**config.mk**
```make
export PLATFORM = sky130hd
export DESIGN_NAME = ccma_core
export DESIGN_NICKNAME = d
export VERILOG_FILES = /design/src/pkg/ccma_pkg.sv /design/src/verilog/ccma_core.sv
export SDC_FILE = /design/constraint.sdc
export NUM_CORES = 1
export LEC_CHECK = 0
export ABC_AREA = 1
export BUFFER_PORTS_ARGS = -buffer_cell sky130_fd_sc_hd__buf_4
export CAP_MARGIN = 40
export CORE_MARGIN = 2
export CORE_UTILIZATION = 56
export DETAILED_ROUTE_END_ITERATION = 6
export PLACE_DENSITY = 0.87
export SKIP_LAST_GASP = 1
export SYNTH_ARGS = -nofsm -noshare
export SYNTH_HDL_FRONTEND = slang
export SYNTH_SLANG_ARGS = --single-unit
```
**constraint.sdc**
```tcl
create_clock -name mclk -period 6 [get_ports mclk]
set_input_delay 0.3 -clock mclk [delete_from_list [all_inputs] [get_ports mclk]]
set_output_delay 0.3 -clock mclk [all_outputs]
set_load 0.02 [all_outputs]
```
**src/pkg/ccma_pkg.sv**
```systemverilog
// Constants and types for the call mode and addressing control block
package ccma_pkg;
  localparam int CALL_MODE_BIT_POS = 3;
  localparam logic [3:0] STACK_SEL_RESET = 4'h8;
  localparam logic [1:0] PUSH_SHORT = 2'h2;
  localparam logic [1:0] PUSH_LONG = 2'h3;
  localparam logic [2:0] CYC_CALL_SHORT = 3'h3;
  localparam logic [2:0] CYC_CALL_LONG = 3'h4;
  localparam logic [2:0] CYC_FAST_SHORT = 3'h2;
  localparam logic [2:0] CYC_FAST_LONG = 3'h3;
  localparam logic [2:0] CYC_INDEXED = 3'h3;
  localparam logic [2:0] CYC_BRANCH = 3'h3;
  localparam logic [2:0] CYC_IN_PAGE = 3'h2;
  localparam logic [2:0] CYC_RELATIVE = 3'h2;
  localparam logic [12:0] PC_RESET = 13'h0000;
  localparam logic [3:0] BANK_ZERO = 4'h0;
  localparam logic [3:0] BANK_TOP = 4'hf;
  localparam logic [6:0] TABLE_LOW = 7'h20;
  localparam logic [6:0] TABLE_HIGH = 7'h7f;
  localparam logic [4:0] REL_BACK_MAX = 5'h0f;
  localparam logic [4:0] REL_FWD_MIN = 5'h02;
  localparam logic [4:0] REL_FWD_MAX = 5'h10;
  typedef enum logic [3:0] {
    OP_NONE, OP_ABS_BRANCH, OP_LONG_BRANCH, OP_IN_PAGE, OP_REL_BRANCH,
    OP_PC_DE, OP_PC_XA, OP_ABS_CALL, OP_LONG_CALL, OP_FAST_CALL, OP_TABLE_CALL
  } ccma_op_e;
  typedef enum logic [2:0] {
    MA_DIRECT, MA_POINTER_HL, MA_POINTER_PAIR, MA_FMEM, MA_PMEM
  } ccma_mem_e;
endpackage

```
**src/verilog/ccma_core.sv**
```systemverilog
// Call mode register, program counter flow control and data bank resolution
`timescale 1ns/1ps
module ccma_core (
  input wire logic mclk,
  input wire logic rst,
  input wire logic selWrite,
  input wire logic [3:0] selWriteData,
  output logic [3:0] stack_bank_select,
  output logic callModeBit,
  input wire logic opValid,
  input wire ccma_pkg::ccma_op_e opCode,
  input wire logic [12:0] opTarget,
  input wire logic [7:0] pairValue,
  output logic opDone,
  output logic opIllegal,
  output logic [12:0] pcValue,
  output logic [1:0] pushBytes,
  output logic [2:0] opCycles,
  output logic [3:0] stackBank,
  input wire ccma_pkg::ccma_mem_e memMode,
  input wire logic [11:0] memAddr,
  input wire logic memWide,
  input wire logic bank_enable_flag,
  input wire logic [3:0] memory_bank_select,
  output logic [3:0] active_data_bank,
  output logic memIllegal
);

  ////////////////////////////////////////////////////////////////////////////
  // Mode register

  logic [3:0] next_stack_bank_select;

  // Software's 4-bit store replaces the whole register
  always_comb
  begin
    next_stack_bank_select = stack_bank_select;
    if (selWrite)
      next_stack_bank_select = selWriteData;
  end

  always_ff @(posedge mclk)
  begin
    if (rst)
      stack_bank_select <= ccma_pkg::STACK_SEL_RESET;
    else
      stack_bank_select <= next_stack_bank_select;
  end

  // Registered value only, so a write steers the next call and not one in flight
  assign callModeBit = stack_bank_select[ccma_pkg::CALL_MODE_BIT_POS];

  ////////////////////////////////////////////////////////////////////////////
  // Program flow

  logic [12:0] next_pcValue;
  logic [1:0] next_pushBytes;
  logic [2:0] next_opCycles;
  logic next_opDone;
  logic next_opIllegal;
  logic [13:0] relSum;
  logic [4:0] relMag;
  logic relBack;

  // Relative offset: bit 12 of opTarget gives the direction, low bits the size
  assign relBack = opTarget[12];
  assign relMag = opTarget[4:0];
  assign relSum = relBack ? ({1'b0, pcValue} - {9'h000, relMag})
                          : ({1'b0, pcValue} + {9'h000, relMag});

  // Decode each flow operation into a target, a push count and, except for a table call, a cycle count
  always_comb
  begin
    next_pcValue = pcValue;
    next_pushBytes = 2'h0;
    next_opCycles = 3'h0;
    next_opDone = 1'b0;
    next_opIllegal = 1'b0;
    if (opValid)
    begin
      next_opDone = 1'b1;
      case (opCode)
        ccma_pkg::OP_ABS_BRANCH:
        begin
          next_pcValue = opTarget;
          next_opCycles = ccma_pkg::CYC_BRANCH;
        end
        ccma_pkg::OP_LONG_BRANCH, ccma_pkg::OP_LONG_CALL:
        begin
          // Short mode has no such opcodes: refuse and leave state alone
          if (callModeBit)
            next_opIllegal = 1'b1;
          else
          begin
            next_pcValue = opTarget;
            next_opCycles = ccma_pkg::CYC_BRANCH;
            if (opCode == ccma_pkg::OP_LONG_CALL)
              next_pushBytes = ccma_pkg::PUSH_LONG;
          end
        end
        ccma_pkg::OP_IN_PAGE:
        begin
          next_pcValue = {pcValue[12], opTarget[11:0]};
          next_opCycles = ccma_pkg::CYC_IN_PAGE;
        end
        ccma_pkg::OP_REL_BRANCH:
        begin
          // Offsets 0 and +1 would land inside the branch itself
          if ((relBack && (relMag == 5'h00 || relMag > ccma_pkg::REL_BACK_MAX)) ||
              (!relBack && (relMag < ccma_pkg::REL_FWD_MIN || relMag > ccma_pkg::REL_FWD_MAX)))
            next_opIllegal = 1'b1;
          else
          begin
            next_pcValue = relSum[12:0];
            next_opCycles = ccma_pkg::CYC_RELATIVE;
          end
        end
        ccma_pkg::OP_PC_DE, ccma_pkg::OP_PC_XA:
        begin
          next_pcValue = {pcValue[12:8], pairValue};
          next_opCycles = ccma_pkg::CYC_INDEXED;
        end
        ccma_pkg::OP_ABS_CALL:
        begin
          next_pcValue = opTarget;
          next_pushBytes = callModeBit ? ccma_pkg::PUSH_SHORT : ccma_pkg::PUSH_LONG;
          next_opCycles = callModeBit ? ccma_pkg::CYC_CALL_SHORT
                                      : ccma_pkg::CYC_CALL_LONG;
        end
        ccma_pkg::OP_FAST_CALL:
        begin
          next_pcValue = {2'b00, opTarget[10:0]};
          next_pushBytes = callModeBit ? ccma_pkg::PUSH_SHORT : ccma_pkg::PUSH_LONG;
          next_opCycles = callModeBit ? ccma_pkg::CYC_FAST_SHORT
                                      : ccma_pkg::CYC_FAST_LONG;
        end
        ccma_pkg::OP_TABLE_CALL:
        begin
          // Entry index must be even and inside the table window
          if (opTarget[12:7] != 6'h00 || opTarget[0] ||
              opTarget[6:0] < ccma_pkg::TABLE_LOW || opTarget[6:0] > ccma_pkg::TABLE_HIGH)
            next_opIllegal = 1'b1;
          else
          begin
            // A table call is still a subroutine call, so it stacks a return address
            next_pcValue = opTarget;
            next_pushBytes = callModeBit ? ccma_pkg::PUSH_SHORT : ccma_pkg::PUSH_LONG;
          end
        end
        default:
          next_opDone = 1'b0;
      endcase
    end
  end

  always_ff @(posedge mclk)
  begin
    if (rst)
    begin
      pcValue <= ccma_pkg::PC_RESET;
      pushBytes <= 2'h0;
      opCycles <= 3'h0;
      opDone <= 1'b0;
      opIllegal <= 1'b0;
    end
    else
    begin
      pcValue <= next_pcValue;
      pushBytes <= next_pushBytes;
      opCycles <= next_opCycles;
      opDone <= next_opDone;
      opIllegal <= next_opIllegal;
    end
  end

  // Stack lives in bank 0 whatever the mode
  assign stackBank = ccma_pkg::BANK_ZERO;

  ////////////////////////////////////////////////////////////////////////////
  // Data bank resolution

  logic [3:0] next_active_data_bank;
  logic next_memIllegal;

  // Fixed-bank modes ignore the enable flag and select register entirely
  always_comb
  begin
    next_active_data_bank = ccma_pkg::BANK_ZERO;
    next_memIllegal = 1'b0;
    case (memMode)
      ccma_pkg::MA_DIRECT:
      begin
        if (bank_enable_flag)
          next_active_data_bank = memory_bank_select;
        else
          next_active_data_bank = memAddr[7] ? ccma_pkg::BANK_TOP : ccma_pkg::BANK_ZERO;
        next_memIllegal = memWide & memAddr[0];
      end
      ccma_pkg::MA_POINTER_HL:
        next_active_data_bank = bank_enable_flag ? memory_bank_select : ccma_pkg::BANK_ZERO;
      ccma_pkg::MA_POINTER_PAIR:
        next_active_data_bank = ccma_pkg::BANK_ZERO;
      ccma_pkg::MA_FMEM:
      begin
        next_active_data_bank = ccma_pkg::BANK_TOP;
        next_memIllegal = (memAddr[11:4] != 8'hfb) && (memAddr[11:4] != 8'hff);
      end
      ccma_pkg::MA_PMEM:
      begin
        next_active_data_bank = ccma_pkg::BANK_TOP;
        next_memIllegal = memAddr[11:6] != 6'h3f;
      end
      default:
        next_active_data_bank = ccma_pkg::BANK_ZERO;
    endcase
  end

  always_ff @(posedge mclk)
  begin
    if (rst)
    begin
      active_data_bank <= ccma_pkg::BANK_ZERO;
      memIllegal <= 1'b0;
    end
    else
    begin
      active_data_bank <= next_active_data_bank;
      memIllegal <= next_memIllegal;
    end
  end
endmodule // ccma_core

```
### Yosys cells after proc, flatten, opt, wreduce, memory -nomap -nowiden

Index checks and enable logic that the tools add are counted.

* flip-flop bits (word level): 29
* input bits: 54
* word-level logic and storage cells: 92
* output and inout port bits: 34

* eq/ne operators: 19
* add/subtract/negate cells: 2
* reduce and logical (&&, ||, !) cells: 27
* $lt $le $gt $ge: 5
* multiplexer cells: 25
* bitwise logic cells: 4

Operators by type and width (number)
* one-hot mux 13 bit (7 select lines): 1
* two-way mux 13 bit: 4
* one-hot mux 3 bit (6 select lines): 1
* == test 4 x 3 -> 1 bit (second input constant): 4
* inequality test 8 bit (second input constant): 2
* adder 13 x 5 -> 13 bit: 1
* subtractor 13 x 5 -> 13 bit: 1
* == test 4 bit (second input constant): 3
* two-way mux 4 bit: 3
* one-hot mux 4 bit (3 select lines): 1
* nonzero test 6 bit: 2
* OR reduction 2 bit: 6
* two-way mux 2 bit: 5
* OR reduction 10 bit: 1
* == test 4 x 2 -> 1 bit (second input constant): 2
* > comparator 7 bit (second input constant): 1
* less-than comparator 7 x 6 -> 1 bit (second input constant): 1
* AND reduction 7 bit: 1
* nonzero test 7 bit: 1
* logical OR 1 bit: 6
* two-way mux 1 bit: 6
* inequality test 2 bit (second input constant): 3
* inequality test 6 bit (second input constant): 1
* one-hot mux 1 bit (3 select lines): 2
* 19 further kinds: 23

### Longest topological paths before layout

* depth after elaboration: 6
* gate-level depth with buffers: 18
* mapped depth without buffers: 18

### Worst setup path after synthesis

Ideal clock, no wire load.

* path type: input-to-reg
* from: input opTarget[0]
* to: register pcValue[11]
* library setup time: 112 ps
* arrival: 2052 ps
* path slack: 3836 ps
* stages on the path: 18
* path through: inv_1 -> ha_1 -> nand2_1 -> nor2_1 -> ha_1 -> nor2_1 -> inv_1 -> ha_1 -> nand2_1 -> nor2_1 -> and2_1 -> nand2_1 -> nand3_1 -> nand2_1 -> inv_1 -> nor2_1 -> nor2_1 -> nor2_1

* cells in the longest elaborated chain, start to end: 6
* elaborated cells on any way between the ends: 22

RTL lines
* from (decl): line ccma_core.sv:12 `input wire logic [12:0] opTarget,`
* parallel branches: the longest is 6 deep, another holds adder 13 x 5 -> 13 bit
* to (signal assigned): line ccma_core.sv:160 `pcValue <= ccma_pkg::PC_RESET;`
* to (signal assigned): line ccma_core.sv:168 `pcValue <= next_pcValue;`
* to (decl): line ccma_core.sv:16 `output logic [12:0] pcValue,`

Parallel ways; which one is timed is not known. The select of a mux whose other input is x is not followed.
A chain may end at the register's enable or synchronous reset.

### Worst setup path in the final report

* from: input opTarget[0]
* to: register pcValue[5]

* cells in the longest elaborated chain, start to end: 6
* elaborated cells on any way between the ends: 22

RTL lines
* parallel branches: the longest is 6 deep, another holds adder 13 x 5 -> 13 bit

Parallel ways; which one is timed is not known. The select of a mux whose other input is x is not followed.

==> flow_summary.yaml <==
run_status:
  status: "finished, final reports clean"
logic_synthesis:
  yosys.area_share.simple_pct: 43.5
  yosysUniqueCellTypes: 37
  yosysWarnings: 0
  synth-async-reset-ratio_pct: 0
  syn_area_um2: 2710
  ys.flop_type: "dfxtp_1"
  synth_cells: 475
  synth_mux_area_share_pct: 0
  synth_fa_ha_area_share_pct: 8.13
  synth_compound_area_share_pct: 11.7
  ys_ff_latch: 29
  synth-xor-area-share_pct: 1.29
  avgSynthCellArea_um2: 5.70
  yosysSeqAreaShare_pct: 21.4
  synth_top_family_by_area: "simple AND/OR/NAND/NOR gates"
  synth-edff-count: 0
power:
  ir_worst_vdd_v: 0.000111
  p_leak_nw: 2.01
  finalPower_uw: 641
  power_density_nw_per_um2: 188
worst_setup_path:
  r2r_end: "pcValue[8]$_SDFFE_PP0P_"
  critPathKind: "in2reg"
  timing.rr.start: "pcValue[0]$_SDFFE_PP0P_"
  worstPathRequired_ns: 6.23
  cp_data_arrival_time_ns: 2.51
  rr_worst_depth: 12
  crit_path_end_kind: "flop"
  worstSetupStartpoint: "opTarget[0]"
  cp-start-kind: "primary input"
  r2r_slack_ns: 4.07
  endpoint: "pcValue[5]$_SDFFE_PP0P_"
  crit_fanout: 5
global_route:
  grt_pass1_wl_um: 11900
  first_global_vias: 2919
  grt_use_total_pct: 27.5
  grt_overflow: 0
  antenna_found_initial: 0
  grt_max_degree: 22
clock_network:
  cts_resized: 0
  clk_pin_slew_worst_paths_ns: 0.06
  cts_tree: "built"
  cts_buffers: 5
  cts-root-buf: "clkbuf_8"
  post_cts_buffers: 0
  cts_sinks: 29
  clock_path_buffers: 2
  clock_latency_ns: 0.29
  htreeDepth: 2
  hold_buffers: 0
flow_run:
  maxCapViolations: 0
floorplanning:
  die_x_um: 73.6
  start_util_pct: 57.7
  dieArea_um2: 5410
  core_um2: 4690
  num_rows: 25
  die_y_um: 73.6
  io_pins: 88
timing:
  fin_worst_skew_ns: 0.0112
  hold_viol_final: 0
  rsz0062_at_grt: "no"
  post-route-min-period_ns: 2.29
  post-route-period-util_pct: 38.1
  setup_tns_ns: 0
  worst_pin_slew_ns: 0.715
  fmax_mhz: 438
  slew-limit-headroom_pct: 52.3
  setup_viol: 0
  slew_viol_final: 0
place:
  dpl.cell_count: 602
  gp_congestion: 0.964
  placed_area_um2: 3320
  hpwl_um: 5890
  io_buffers: 80
drt:
  firstDrtPassIters: 4
  wl_um: 7160
  vias: 3139
  vias_per_cell: 5.15
  detail_route.iter0.violations: 151
  final_antenna_net_count: 0
  drc: 0
  post_drt_wl_per_cell_um: 11.8
layout:
  syn_to_final_growth_pct: 25.9
  final_area_um2: 3410
  final_cells: 609
  final_common_cell: "nand2_1"
  diodes: 0
  nNetsFinal: 626
  mostFrequentLayoutCells: "nand2_1 (149), buf_4 (80), inv_1 (79)"
  drive_gt1_share_pct: 18.2
min_path:
  holdCritPathClass: "in2reg"
  hold_start: "rst"
routing by layer:
layer | global-route usage, % | up-vias | part of all wire, %
met2 | 49.8 | 103 | 51
met1 | 32.1 | 1392 | 41
met4 | 10.1 | 0 | 2.0
met3 | 4.66 | 14 | 6.5
met5 | 0 | - | 0
li1 | - | 1630 | -
final cells by class:
| cell class | count | area (um2) |
|---|---|---|
| inverter | 82 | 308 |
| tap | 54 | 67.6 |
| fill | 413 | 1280 |
| sequential | 29 | 581 |
| clock buffer | 7 | 86.3 |
| timing repair buffer | 80 | 601 |
| multi-input combinational | 357 | 1770 |
cells in the mapped netlist (5+ instances only):
master	number	area share (%)
dfxtp_1	29	21
buf_4	5	1.4
nor2_1	76	11
nand2_1	149	21
a21oi_1	17	3.1
o21ai_0	25	4.6
nand3_1	26	4.8
ha_1	16	7.4
inv_1	79	11
nand4_1	6	1.4
stage by stage:
stage / hold WS [ns] / utilization, % / setup WS (ns)
after floorplan: 0.369 / - / 3.84
after global placement: 0.481 / 70.8 / 3.48
after detailed placement: 0.484 / 70.8 / 3.42
after CTS: 0.188 / 72.7 / 3.72
after global routing: 0.195 / 72.7 / 3.42
final: 0.192 / 72.7 / 3.71
worst max-delay path, cell delays in order:
cell     delay, ns
buf_4         0.13
inv_1         0.10
ha_1          0.18
nand2_1       0.09
nor2_1        0.09
ha_1          0.23
o21ai_0       0.21
ha_1          0.32
nand2_1       0.14
inv_1         0.06
a21oi_1       0.17
nand2_1       0.07
nand2_1       0.06
nand3_1       0.07
nand2_1       0.08
inv_1         0.04
nand2_1       0.04
nand2_1       0.04
nor2_1        0.09
power by group:
group	leakage (nW)	total [mW]	internal, mW	switching (mW)
logic	1.73	0.256	0.102	0.154
registers	0.238	0.218	0.207	0.0108
clock network	0.0443	0.167	0.0909	0.0766
total	2.01	0.641	0.400	0.241
kinds of logic (layout without fill, tap and decap cells):
kind of cell | after synthesis | count (layout)
compound gates | 57 | 57
xor+xnor | 4 | 4
fa+ha+maj | 17 | 17
buf+inv | 92 | 169
flops | 29 | 29
other cells | 1 | 4
simple gates | 275 | 275
flip-flops by register name, indices dropped and copies added (netlist names):
register           count
memIllegal             1
opDone                 1
pcValue               13
opIllegal              1
pushBytes              2
opCycles               3
active_data_bank       4
stack_bank_select      4
worst min-delay path by stage:
stage	depth (start not counted)	endpoint
6_report	2	memIllegal$_SDFF_PP0_
4_1_cts	2	memIllegal$_SDFF_PP0_
3_5_place_dp	2	memIllegal$_SDFF_PP0_
3_3_place_gp	2	memIllegal$_SDFF_PP0_
2_1_floorplan	1	memIllegal$_SDFF_PP0_
5_1_grt	2	memIllegal$_SDFF_PP0_
Note: power is estimated with default switching activity, not from simulation.
